`config.mk`:
```
export PLATFORM = sky130hd
export DESIGN_NAME = fes_top
export DESIGN_NICKNAME = d
export VERILOG_FILES = /design/src/shared/fes_pkg.sv /design/src/rtl/fes_mem.sv /design/src/rtl/fes_timer.sv /design/src/rtl/fes_top.sv
export SDC_FILE = /design/constraint.sdc
export NUM_CORES = 1
export LEC_CHECK = 0
export BUFFER_PORTS_ARGS = -buffer_cell sky130_fd_sc_hd__buf_2
export CORE_ASPECT_RATIO = 1.25
export CORE_MARGIN = 2
export CORE_UTILIZATION = 57
export DETAILED_ROUTE_END_ITERATION = 10
export GPL_ROUTABILITY_DRIVEN = 1
export PLACE_DENSITY = 0.86
export SETUP_SLACK_MARGIN = 0.05
export SYNTH_ARGS = -nofsm -noshare
export SYNTH_HDL_FRONTEND = slang
export SYNTH_HIERARCHICAL = 1
export SYNTH_SLANG_ARGS = --single-unit
```
`constraint.sdc`:
```
create_clock -name clk -period 2.66 [get_ports clk]
set_input_delay 0.399 -clock clk [delete_from_list [all_inputs] [get_ports clk]]
set_output_delay 0.399 -clock clk [all_outputs]
set_load 0.02 [all_outputs]
```
`src/shared/fes_pkg.sv`:
```
// constants and types shared by the flash erase sequencer
//==============================
package fes_pkg;
	//==============================
	// commands, unlock keys and erased fill byte
	localparam logic [7:0] CMD_PAGE_ERASE = 8'h95;
	localparam logic [7:0] CMD_MASS_ERASE = 8'h63;
	localparam logic [7:0] KEY_FIRST = 8'h73;
	localparam logic [7:0] KEY_SECOND = 8'h8c;
	localparam logic [7:0] ERASED_BYTE = 8'hff;
	//==============================
	// array geometry
	localparam int PAGE_BYTES = 512;
	localparam int PAGE_ADDR_W = 9;
	//==============================
	// timing
	localparam int CLK_MHZ = 250;
	localparam int PAGE_ERASE_US = 10;
	localparam int MASS_ERASE_US = 20;
	localparam int PAGE_ERASE_CYC = PAGE_ERASE_US * CLK_MHZ;
	localparam int MASS_ERASE_CYC = MASS_ERASE_US * CLK_MHZ;
	//==============================
	// sequencer states
	typedef enum logic [2:0] {
		FES_LOCKED,
		FES_KEY1,
		FES_UNLOCKED,
		FES_ERASING,
		FES_WRITING
	} fes_state_e;
endpackage

```
`src/rtl/fes_mem.sv`:
```
// write port sweeper that drives fill writes into the flash array
module fes_mem #(
	parameter int ADDR_W = 13
) (
	// clock and reset
	input wire logic clk,
	input wire logic rst,
	// sweep request
	input wire logic start,
	input wire logic [ADDR_W-1:0] base,
	input wire logic [ADDR_W:0] len,
	// array write port
	output logic wr_en,
	output logic [ADDR_W-1:0] wr_addr,
	output logic [7:0] wr_data,
	output logic done
);
	typedef struct packed {
		logic busy;
		logic [ADDR_W-1:0] addr;
		logic [ADDR_W:0] left;
		logic wr_en;
		logic done;
	} fes_mem_s;
	fes_mem_s st_reg;
	fes_mem_s st_next;
	//==============================
	// one erased byte per cycle
	always_comb
	begin
		st_next = st_reg;
		st_next.wr_en = 1'b0;
		st_next.done = 1'b0;
		if (start)
		begin
			st_next.busy = 1'b1;
			st_next.addr = base;
			st_next.left = len;
		end
		else if (st_reg.busy)
		begin
			st_next.wr_en = 1'b1;
			if (st_reg.left == (ADDR_W+1)'(1))
			begin
				st_next.busy = 1'b0;
				st_next.done = 1'b1;
			end
			st_next.left = st_reg.left - (ADDR_W+1)'(1);
		end
		if (st_reg.wr_en)
			st_next.addr = st_reg.addr + ADDR_W'(1);
	end
	//==============================
	// state register
	always_ff @(posedge clk)
	begin
		if (rst)
			st_reg <= '0;
		else
			st_reg <= st_next;
	end
	assign wr_en = st_reg.wr_en;
	assign wr_addr = st_reg.addr;
	assign wr_data = fes_pkg::ERASED_BYTE;
	assign done = st_reg.done;
endmodule

```
`src/rtl/fes_timer.sv`:
```
// countdown timer for erase pulse width
module fes_timer #(
	parameter int CNT_W = 20
) (
	// clock and reset
	input wire logic clk,
	input wire logic rst,
	// control
	input wire logic load,
	input wire logic [CNT_W-1:0] count,
	// status
	output logic done
);
	typedef struct packed {
		logic [CNT_W-1:0] cnt;
		logic run;
		logic done;
	} fes_tmr_s;
	fes_tmr_s st_reg;
	fes_tmr_s st_next;
	//==============================
	// next state
	always_comb
	begin
		st_next = st_reg;
		st_next.done = 1'b0;
		if (load)
		begin
			st_next.cnt = count;
			st_next.run = 1'b1;
		end
		else if (st_reg.run)
		begin
			if (st_reg.cnt <= CNT_W'(1))
			begin
				st_next.run = 1'b0;
				st_next.done = 1'b1;
			end
			st_next.cnt = st_reg.cnt - CNT_W'(1);
		end
	end
	//==============================
	// state register
	always_ff @(posedge clk)
	begin
		if (rst)
			st_reg <= '0;
		else
			st_reg <= st_next;
	end
	assign done = st_reg.done;
endmodule

```
`src/rtl/fes_top.sv`:
```
// flash erase sequencer: command decode, lock, stall, status, bypass
module fes_top #(
	parameter int ADDR_W = 13,
	parameter int PAGE_W = 4,
	parameter int SECT_N = 8,
	parameter int PAGE_ERASE_CYC = fes_pkg::PAGE_ERASE_CYC,
	parameter int MASS_ERASE_CYC = fes_pkg::MASS_ERASE_CYC,
	parameter int TMR_W = 20
) (
	// clock and reset
	input wire logic clk,
	input wire logic rst,
	// control register write
	input wire logic ctl_wr,
	input wire logic [7:0] ctl_wdata,
	input wire logic ctl_from_dbg,
	// page select and protection
	input wire logic [PAGE_W-1:0] page_sel,
	input wire logic [SECT_N-1:0] sect_protect,
	// bypass pins
	input wire logic bypass_en,
	input wire logic pin_wr_en,
	input wire logic [ADDR_W-1:0] pin_addr,
	input wire logic [7:0] pin_data,
	input wire logic pin_page_erase,
	input wire logic pin_mass_erase,
	// status
	output logic busy,
	output logic unlocked,
	output logic cpu_stall,
	output logic cmd_rejected,
	// flash array port
	output logic fl_wr_en,
	output logic [ADDR_W-1:0] fl_addr,
	output logic [7:0] fl_data
);
	localparam int SECT_W = $clog2(SECT_N);
	typedef struct packed {
		fes_pkg::fes_state_e state;
		logic [PAGE_W-1:0] page;
		logic is_mass;
		logic busy;
		logic stall;
		logic rej;
		logic unl;
		logic fl_wr_en;
		logic [ADDR_W-1:0] fl_addr;
		logic [7:0] fl_data;
	} fes_top_s;
	fes_top_s st_reg;
	fes_top_s st_next;
	logic tmr_load;
	logic [TMR_W-1:0] tmr_count;
	logic tmr_done;
	logic sw_start;
	logic [ADDR_W-1:0] sw_base;
	logic [ADDR_W:0] sw_len;
	logic sw_wr;
	logic [ADDR_W-1:0] sw_addr;
	logic [7:0] sw_data;
	logic sw_done;
	//==============================
	// page to sector protection lookup
	function automatic logic page_protected(input logic [PAGE_W-1:0] pg,
		input logic [SECT_N-1:0] prot);
		logic [SECT_W-1:0] s;
		s = SECT_W'(pg >> (PAGE_W - SECT_W));
		return prot[s];
	endfunction
	//==============================
	// page base address
	function automatic logic [ADDR_W-1:0] page_base(input logic [PAGE_W-1:0] pg);
		return ADDR_W'({pg, {fes_pkg::PAGE_ADDR_W{1'b0}}});
	endfunction
	//==============================
	// helpers
	fes_timer #(.CNT_W(TMR_W)) u_timer (
		.clk(clk),
		.rst(rst),
		.load(tmr_load),
		.count(tmr_count),
		.done(tmr_done)
	);
	fes_mem #(.ADDR_W(ADDR_W)) u_sweep (
		.clk(clk),
		.rst(rst),
		.start(sw_start),
		.base(sw_base),
		.len(sw_len),
		.wr_en(sw_wr),
		.wr_addr(sw_addr),
		.wr_data(sw_data),
		.done(sw_done)
	);
	//==============================
	// command sequencing
	always_comb
	begin
		logic pg_req;
		logic ms_req;
		pg_req = 1'b0;
		ms_req = 1'b0;
		st_next = st_reg;
		st_next.rej = 1'b0;
		tmr_load = 1'b0;
		tmr_count = '0;
		sw_start = 1'b0;
		sw_base = page_base(st_reg.page);
		sw_len = (ADDR_W+1)'(fes_pkg::PAGE_BYTES);
		if (bypass_en)
		begin
			pg_req = pin_page_erase;
			ms_req = pin_mass_erase;
		end
		else if (ctl_wr)
		begin
			pg_req = (ctl_wdata == fes_pkg::CMD_PAGE_ERASE);
			ms_req = (ctl_wdata == fes_pkg::CMD_MASS_ERASE);
		end
		case (st_reg.state)
			fes_pkg::FES_LOCKED:
			begin
				if (!bypass_en && ctl_wr)
				begin
					if (ctl_wdata == fes_pkg::KEY_FIRST)
						st_next.state = fes_pkg::FES_KEY1;
					else
						st_next.rej = 1'b1;
				end
				else if (bypass_en && (pg_req || ms_req))
					st_next.state = fes_pkg::FES_UNLOCKED;
			end
			fes_pkg::FES_KEY1:
			begin
				if (bypass_en)
					st_next.state = fes_pkg::FES_LOCKED;
				else if (ctl_wr)
					st_next.state = (ctl_wdata == fes_pkg::KEY_SECOND) ?
						fes_pkg::FES_UNLOCKED : fes_pkg::FES_LOCKED;
			end
			fes_pkg::FES_UNLOCKED:
			begin
				if (ms_req && (ctl_from_dbg || bypass_en))
				begin
					st_next.is_mass = 1'b1;
					st_next.state = fes_pkg::FES_ERASING;
					tmr_load = 1'b1;
					tmr_count = TMR_W'(MASS_ERASE_CYC);
				end
				else if (pg_req && !page_protected(page_sel, sect_protect))
				begin
					st_next.is_mass = 1'b0;
					st_next.page = page_sel;
					st_next.state = fes_pkg::FES_ERASING;
					tmr_load = 1'b1;
					tmr_count = TMR_W'(PAGE_ERASE_CYC);
				end
				// core mass erase refused, protected page refused
				else if (pg_req || ms_req || (ctl_wr && !bypass_en))
				begin
					st_next.rej = 1'b1;
					st_next.state = fes_pkg::FES_LOCKED;
				end
				if (st_next.state == fes_pkg::FES_ERASING)
				begin
					st_next.busy = 1'b1;
					st_next.stall = !bypass_en;
				end
			end
			fes_pkg::FES_ERASING:
			begin
				if (tmr_done)
				begin
					// one page sweep, whole array sweep
					sw_start = 1'b1;
					sw_base = st_reg.is_mass ? '0 : page_base(st_reg.page);
					sw_len = st_reg.is_mass ? (ADDR_W+1)'(1 << ADDR_W) :
						(ADDR_W+1)'(fes_pkg::PAGE_BYTES);
					st_next.state = fes_pkg::FES_WRITING;
				end
			end
			fes_pkg::FES_WRITING:
			begin
				if (sw_done)
				begin
					st_next.busy = 1'b0;
					st_next.stall = 1'b0;
					st_next.state = fes_pkg::FES_LOCKED;
				end
			end
			default:
				st_next.state = fes_pkg::FES_LOCKED;
		endcase
		// unlocked flag kept in a flop so the port is registered
		st_next.unl = (st_next.state == fes_pkg::FES_UNLOCKED);
		// pins drive array in bypass when idle
		if (bypass_en && !st_reg.busy)
		begin
			st_next.fl_wr_en = pin_wr_en;
			st_next.fl_addr = pin_addr;
			st_next.fl_data = pin_data;
		end
		else
		begin
			st_next.fl_wr_en = sw_wr;
			st_next.fl_addr = sw_addr;
			st_next.fl_data = sw_data;
		end
	end
	//==============================
	// state register
	always_ff @(posedge clk)
	begin
		if (rst)
		begin
			st_reg <= '0;
			st_reg.state <= fes_pkg::FES_LOCKED;
		end
		else
			st_reg <= st_next;
	end
	//==============================
	// registered outputs
	assign busy = st_reg.busy;
	assign unlocked = st_reg.unl;
	assign cpu_stall = st_reg.stall;
	assign cmd_rejected = st_reg.rej;
	assign fl_wr_en = st_reg.fl_wr_en;
	assign fl_addr = st_reg.fl_addr;
	assign fl_data = st_reg.fl_data;
endmodule

```
==> results of run 1 <==
-- cell usage after synthesis, types with 6 or more instances --
library cell and count:
a211oi_1 18, clkbuf_1 27, nand2_1 71, nor3_1 14, mux2i_1 6, or3_1 10
o21bai_1 6, a21oi_1 50, buf_4 42, dfxtp_1 86, nor2b_1 7, nor4_1 15
inv_1 12, xnor2_1 23, o21ai_0 10, nand2b_1 14, nor2_1 46, a311oi_1 8
nand3_1 8
-- metrics by stage --
step / hold slack [ns] / total power (µW) / instances
detailed placement: 0.467 / 1820 / 715
global route: 0.253 / 2780 / 731
finish: 0.257 / 2650 / 731
global placement: 0.457 / 1800 / 715
CTS: 0.246 / 2670 / 731
floorplan: 0.435 / 1740 / 609
-- power by group through the flow --
stage,clock (µW),combinational [µW],sequential (µW)
6_report,856,417,1380
5_1_grt,929,460,1390
4_1_cts,877,415,1380
3_5_place_dp,0,412,1410
3_3_place_gp,0,398,1410
2_1_floorplan,0,336,1400
-- routing by layer --
layer  vias to the layer above  part of all wire, %  track usage [%]
met1                      1853                   42             24.9
met4                         0                  2.2             10.4
li1                       2045                    -                -
met5                         -                    0                0
met3                        16                  4.1             4.39
met2                        81                   52             39.5
-- cell type report --
| cell class | instances | area share, % |
|---|---|---|
| clock inverter | 7 | 1.12 |
| clock buffer | 9 | 2.40 |
| sequential | 86 | 33.4 |
| inverter | 13 | 0.947 |
| multi-input combinational | 435 | 51.1 |
| timing repair buffer | 84 | 8.65 |
| tap | 97 | 2.36 |
-- cell families (layout without fill, tap and decap cells) --
logic type	Yosys count	count (layout)	synth area share, %
AO/OA/AOI/OAI	125	125	17.9
XOR/XNOR	26	26	4.83
adder cells (fa/ha/maj)	5	5	1.33
buffers and inverters	88	113	10.7
flip-flops	86	86	36.5
multiplexers	9	9	2.60
other	2	41	0.159
AND/OR/NAND/NOR	229	229	25.9
-- path summary, 6_finish.rpt --
check | end | cells past startpoint
max reg2reg | u_timer/st_reg[21]$_SDFFE_PP0P_ | 4
min | fl_wr_en$_SDFF_PP0_ | 3
max | u_timer/st_reg[21]$_SDFFE_PP0P_ | 4
min reg2reg | st_reg[30]$_SDFFE_PP0P_ | 2
-- worst register-to-register path, stage by stage, from the launching register on --
cell	delay (ns)
dfxtp_1	0.51
or4b_1	0.65
nor4_4	0.44
or3b_1	0.40
a311oi_1	0.27
==> results.sh, run 1 <==
export IMPL_clock_latency_ns=0.37
export IMPL_slew_headroom_pct=49.6
export IMPL_rsz0062_at_grt="false"
export IMPL_cts_repair_resized=0
export IMPL_synthCells=570
export IMPL_cap_violations=0
export IMPL_p_sw_uw=783
export IMPL_slowest_stage="or4b_1"
export IMPL_final_cell_mix="dfxtp_1, buf_2, nand2_1, a21oi_1, nor2_1"
export IMPL_largest_reg_flops=21
export IMPL_slew_violations=0
export IMPL_antenna_found_initial=0
export IMPL_die_area_um2=9020
export IMPL_antenna_left=0
export IMPL_ys_ff_latch=86
export IMPL_status="finished clean"
export IMPL_max_freq_mhz=427
export IMPL_grt_pass1_vias=3823
export IMPL_grt_overflow=0
export IMPL_drive_above_1_share_pct=18.6
export IMPL_core_um2=8150
export IMPL_crit_required_ns=2.94
export IMPL_hold_buffers=0
export IMPL_crit_family="simple AND/OR/NAND/NOR gates"
export IMPL_critPathKind="reg -> reg"
export IMPL_skew_ns=0.0114
export IMPL_fin_tns_setup_ns=0
export IMPL_start_util_pct=57.9
export IMPL_worst_path_buf_inv=0
export IMPL_post_dp_cell_area_um2=4970
export IMPL_cts_setup_buffers=0
export IMPL_intPower_uw=1870
export IMPL_path_clk_slew_ns=0.09
export IMPL_grt_use_total_pct=22.1
export IMPL_worstPathCellList="or4b_1, nor4_4, or3b_1, a311oi_1"
export IMPL_boundaryPins=75
export IMPL_tritoncts="built"
export IMPL_vdd_ir_drop_worst_mv=0.350
export IMPL_multi_input_area_um2=2630
export IMPL_cts_buffers=9
export IMPL_cts_root_buf="clkbuf_8"
export IMPL_synth_avg_cell_area_um2=8.27
export IMPL_min_delay_start="pin_wr_en"
export IMPL_antenna_cells=0
export IMPL_yosys_cell_types_count=70
export IMPL_vias_per_cell=5.47
export IMPL_r2r_start="u_timer/st_reg[1]$_SDFF_PP0_"
export IMPL_crit_path_start="u_timer/st_reg[1]$_SDFF_PP0_"
export IMPL_seq_area_um2=1720
export IMPL_async_flop_share_pct=0
export IMPL_grt_pass1_wl_mm=16.4
export IMPL_fin_nets=683
export IMPL_hp_class="in -> reg"
export IMPL_cp_start_kind="register"
export IMPL_nFillCells=675
export IMPL_finalCritPeriodShare_pct=88.0
export IMPL_r2r_slack_ns=0.32
export IMPL_totalWireLength_mm=9.76
export IMPL_power_frac_clock_pct=32.3
export IMPL_crit_fanout=8
export IMPL_p_per_area_nw_per_um2=515
export IMPL_yosys_top_cells_area="dfxtp_1, buf_4, nand2_1"
export IMPL_worst_pin_slew_ns=0.756
export IMPL_synth_edff_count=0
export IMPL_cpPeakStageDelay_ns=0.64
export IMPL_yosysTopAreaCellShare_pct=36.5
export IMPL_die_w_um=85.3
export IMPL_design_area_um2=5150
export IMPL_seqPwrFrac_pct=52.0
export IMPL_clkSinkCount=86
export IMPL_place_hpwl_mm=6.78
export IMPL_syn_to_final_growth_pct=9.26
export IMPL_end_kind="register"
export IMPL_yosysWarningCount=6
export IMPL_pwr_share_comb_pct=15.7
export IMPL_ys_seq_area_share_pct=36.5
export IMPL_port_buffers=74
export IMPL_via_count=3995
export IMPL_num_rows=37
export IMPL_pre_cts_slack_ns=0.130
export IMPL_worst_slack_ns=0.320
export IMPL_clock_path_buffers=2
export IMPL_cts_max_level=3
export IMPL_hold_viol_final=0
export IMPL_routabilityCongestion=0.841
export IMPL_cp_arrival_ns=2.62
export IMPL_min_period_ns=2.34
export IMPL_drc_errors=0
export IMPL_synth_largest_area_cell="dfxtp_1"
export IMPL_swShare_pct=29.5
export IMPL_dr_first_iter_drc_count=184
export IMPL_ys_flop_type="dfxtp_1"
export IMPL_drt_wirelength_per_cell_um=13.4
export IMPL_synth_area_um2=4710
export IMPL_first_pass_iters=4
export IMPL_finalSetupViolCount=0
export IMPL_die_height_um=106
export IMPL_final_common_cell="dfxtp_1"
export IMPL_leakage_uw=0.00208
export IMPL_fin_util_pct=63.2
export IMPL_grt_start_max_net_pins=75
No activity file was read; power rests on OpenSTA's default activity.
==> inputs of run 2 (changes only) <==
--- a/config.mk
+++ b/config.mk
@@ -7,7 +7,7 @@
 export LEC_CHECK = 0
 export BUFFER_PORTS_ARGS = -buffer_cell sky130_fd_sc_hd__buf_2
 export CORE_ASPECT_RATIO = 1.25
-export CORE_MARGIN = 2
+export CORE_MARGIN = 10
 export CORE_UTILIZATION = 57
 export DETAILED_ROUTE_END_ITERATION = 10
 export GPL_ROUTABILITY_DRIVEN = 1
==> run 2 against run 1 <==
  * The run now ends with DRC left
  * Clock-buffer cell count grew 2
  * Critical path depth is the same
  * Core utilization grew 0.49 points
  * Die area grew 37%
  * Cell count grew 0.27%
  * Critical path type unchanged
  * Largest cell class unchanged
==> results.sh, run 2 (synthesis results as in run 1) <==
export IMPL_r2r_end="u_timer/st_reg[18]$_SDFFE_PP0P_"
export IMPL_first_pass_iters=7
export IMPL_core_um2=8150
export IMPL_cp_start_kind="register"
export IMPL_crit_required_ns=2.92
export IMPL_cp_arrival_ns=2.49
export IMPL_fin_util_pct=63.7
export IMPL_grt_start_max_net_pins=53
export IMPL_die_w_um=101
export IMPL_ff2ff_path_depth=4
export IMPL_final_cells=733
export IMPL_vdd_ir_drop_worst_mv=0.450
export IMPL_drt_wirelength_per_cell_um=14.4
export IMPL_slew_violations=0
export IMPL_leakage_uw=0.00211
export IMPL_final_common_cell="dfxtp_1"
export IMPL_r2r_start="u_timer/st_reg[6]$_SDFFE_PP0P_"
export IMPL_antenna_found_initial=0
export IMPL_worstPathCellList="or4_4, or3_4, or4_1, a311oi_1"
export IMPL_finalCritPeriodShare_pct=84.0
export IMPL_cts_root_buf="clkbuf_8"
export IMPL_min_period_ns=2.24
export IMPL_vias_per_cell=5.51
export IMPL_hold_end="fl_addr[7]$_SDFF_PP0_"
export IMPL_hp_class="in -> reg"
export IMPL_crit_fanout=9
export IMPL_use_met2_pct=29.6
export IMPL_grt_use_total_pct=17.2
export IMPL_final_cell_mix="dfxtp_1, buf_2, nand2_1, a21oi_1, nor2_1"
export IMPL_clock_path_buffers=2
export IMPL_fin_tns_setup_ns=0
export IMPL_grt_pass1_vias=4030
export IMPL_dr_first_iter_drc_count=237
export IMPL_clock_latency_ns=0.36
export IMPL_hold_viol_final=0
export IMPL_critPathKind="reg -> reg"
export IMPL_start_util_pct=57.9
export IMPL_cts_buffers=9
export IMPL_num_rows=37
export IMPL_status="finished with violations"
export IMPL_p_per_area_nw_per_um2=532
export IMPL_met3_usage_pct=5.10
export IMPL_port_buffers=74
export IMPL_end_kind="register"
export IMPL_syn_to_final_growth_pct=10.1
export IMPL_failed_checks="DRC"
export IMPL_cts_max_level=3
export IMPL_antenna_cells=0
export IMPL_cap_violations=0
export IMPL_die_area_um2=12300
export IMPL_totalWireLength_mm=10.5
export IMPL_dp_cells=717
export IMPL_finalSetupViolCount=0
export IMPL_skew_ns=0.0113
export IMPL_clkSinkCount=86
export IMPL_cts_repair_resized=0
export IMPL_routabilityCongestion=0.854
export IMPL_slew_headroom_pct=47.9
export IMPL_via_count=4041
export IMPL_rsz0062_at_grt="false"
export IMPL_slowest_stage="or4_4"
export IMPL_min_delay_start="pin_addr[7]"
export IMPL_drive_above_1_share_pct=18.7
export IMPL_cpPeakStageDelay_ns=0.62
export IMPL_place_hpwl_mm=7.54
export IMPL_grt_pass1_wl_mm=17.8
export IMPL_r2r_slack_ns=0.42
export IMPL_grt_overflow=0
export IMPL_hold_buffers=0
export IMPL_fin_nets=685
export IMPL_cts_setup_buffers=0
export IMPL_hold_depth=3
export IMPL_drc_errors=1
export IMPL_busiest_layer="met2"
export IMPL_antenna_left=0
export IMPL_largest_reg_flops=21
export IMPL_max_freq_mhz=447
export IMPL_tritoncts="built"
export IMPL_path_clk_slew_ns=0.09
export IMPL_worst_pin_slew_ns=0.781
export IMPL_boundaryPins=75
export IMPL_met1_usage_pct=18.9
export IMPL_die_height_um=122
[run 2: cell types whose count changed in the layout (fill, tap and decap cells not counted)]
| cell | previous run | this run |
|---|---|---|
| clkinvlp_4 | 3 | 0 |
| buf_4 | 10 | 12 |
| bufinv_16 | 0 | 1 |
| clkbuf_1 | 0 | 1 |
| clkbuf_8 | 9 | 10 |
| clkinv_4 | 1 | 2 |
| inv_6 | 3 | 2 |
[run 2: layout make-up]
| type | count | area [µm²] |
|---|---|---|
| fill | 659 | 2960 |
| multi-input combinational | 435 | 2630 |
| sequential | 86 | 1720 |
| timing repair buffer | 86 | 460 |
| clock buffer | 11 | 141 |
| tap | 97 | 121 |
| clock inverter | 5 | 65.1 |
| inverter | 13 | 48.8 |
[run 2: per-layer routing]
metal | share of wire, % | vias to the layer above
li1 | - | 2050
met1 | 40 | 1866
met2 | 52 | 100
met3 | 5.8 | 25
met4 | 2.1 | 0
met5 | 0 | -
[run 2: power by group]
group / internal [µW] / switching, µW / total (µW)
clock: 470 / 491 / 961
sequential: 1340 / 39.2 / 1380
combinational: 181 / 242 / 423
total: 1990 / 772 / 2760
[run 2: worst max path at each step]
stage / end / startpoint
after detailed placement: u_timer/st_reg[19]$_SDFFE_PP0P_ / page_sel[2]
final: u_timer/st_reg[18]$_SDFFE_PP0P_ / u_timer/st_reg[6]$_SDFFE_PP0P_
after CTS: u_timer/st_reg[18]$_SDFFE_PP0P_ / u_timer/st_reg[6]$_SDFFE_PP0P_
after floorplan: u_timer/st_reg[19]$_SDFFE_PP0P_ / ctl_wdata[2]
after global placement: u_timer/st_reg[19]$_SDFFE_PP0P_ / page_sel[2]
after global routing: u_sweep/wr_addr[8]$_SDFFE_PP0P_ / st_reg[33]$_SDFF_PP0_
[run 2: metrics by stage]
step	cell area, µm²	hold slack [ns]	total power, µW	setup slack (ns)
finish	5190	0.263	2760	0.424
floorplan	4860	0.435	1740	0.328
detailed placement	4980	0.459	1830	0.222
CTS	5190	0.248	2780	0.428
global route	5190	0.257	2890	0.268
global placement	4980	0.457	1810	0.318
[run 2: critical path, delay by kind of cell (launching register included)]
family,cells,cell delay (ns)
AND/OR/NAND/NOR,3,1.50
flip-flops,1,0.35
AO/OA/AOI/OAI,1,0.28
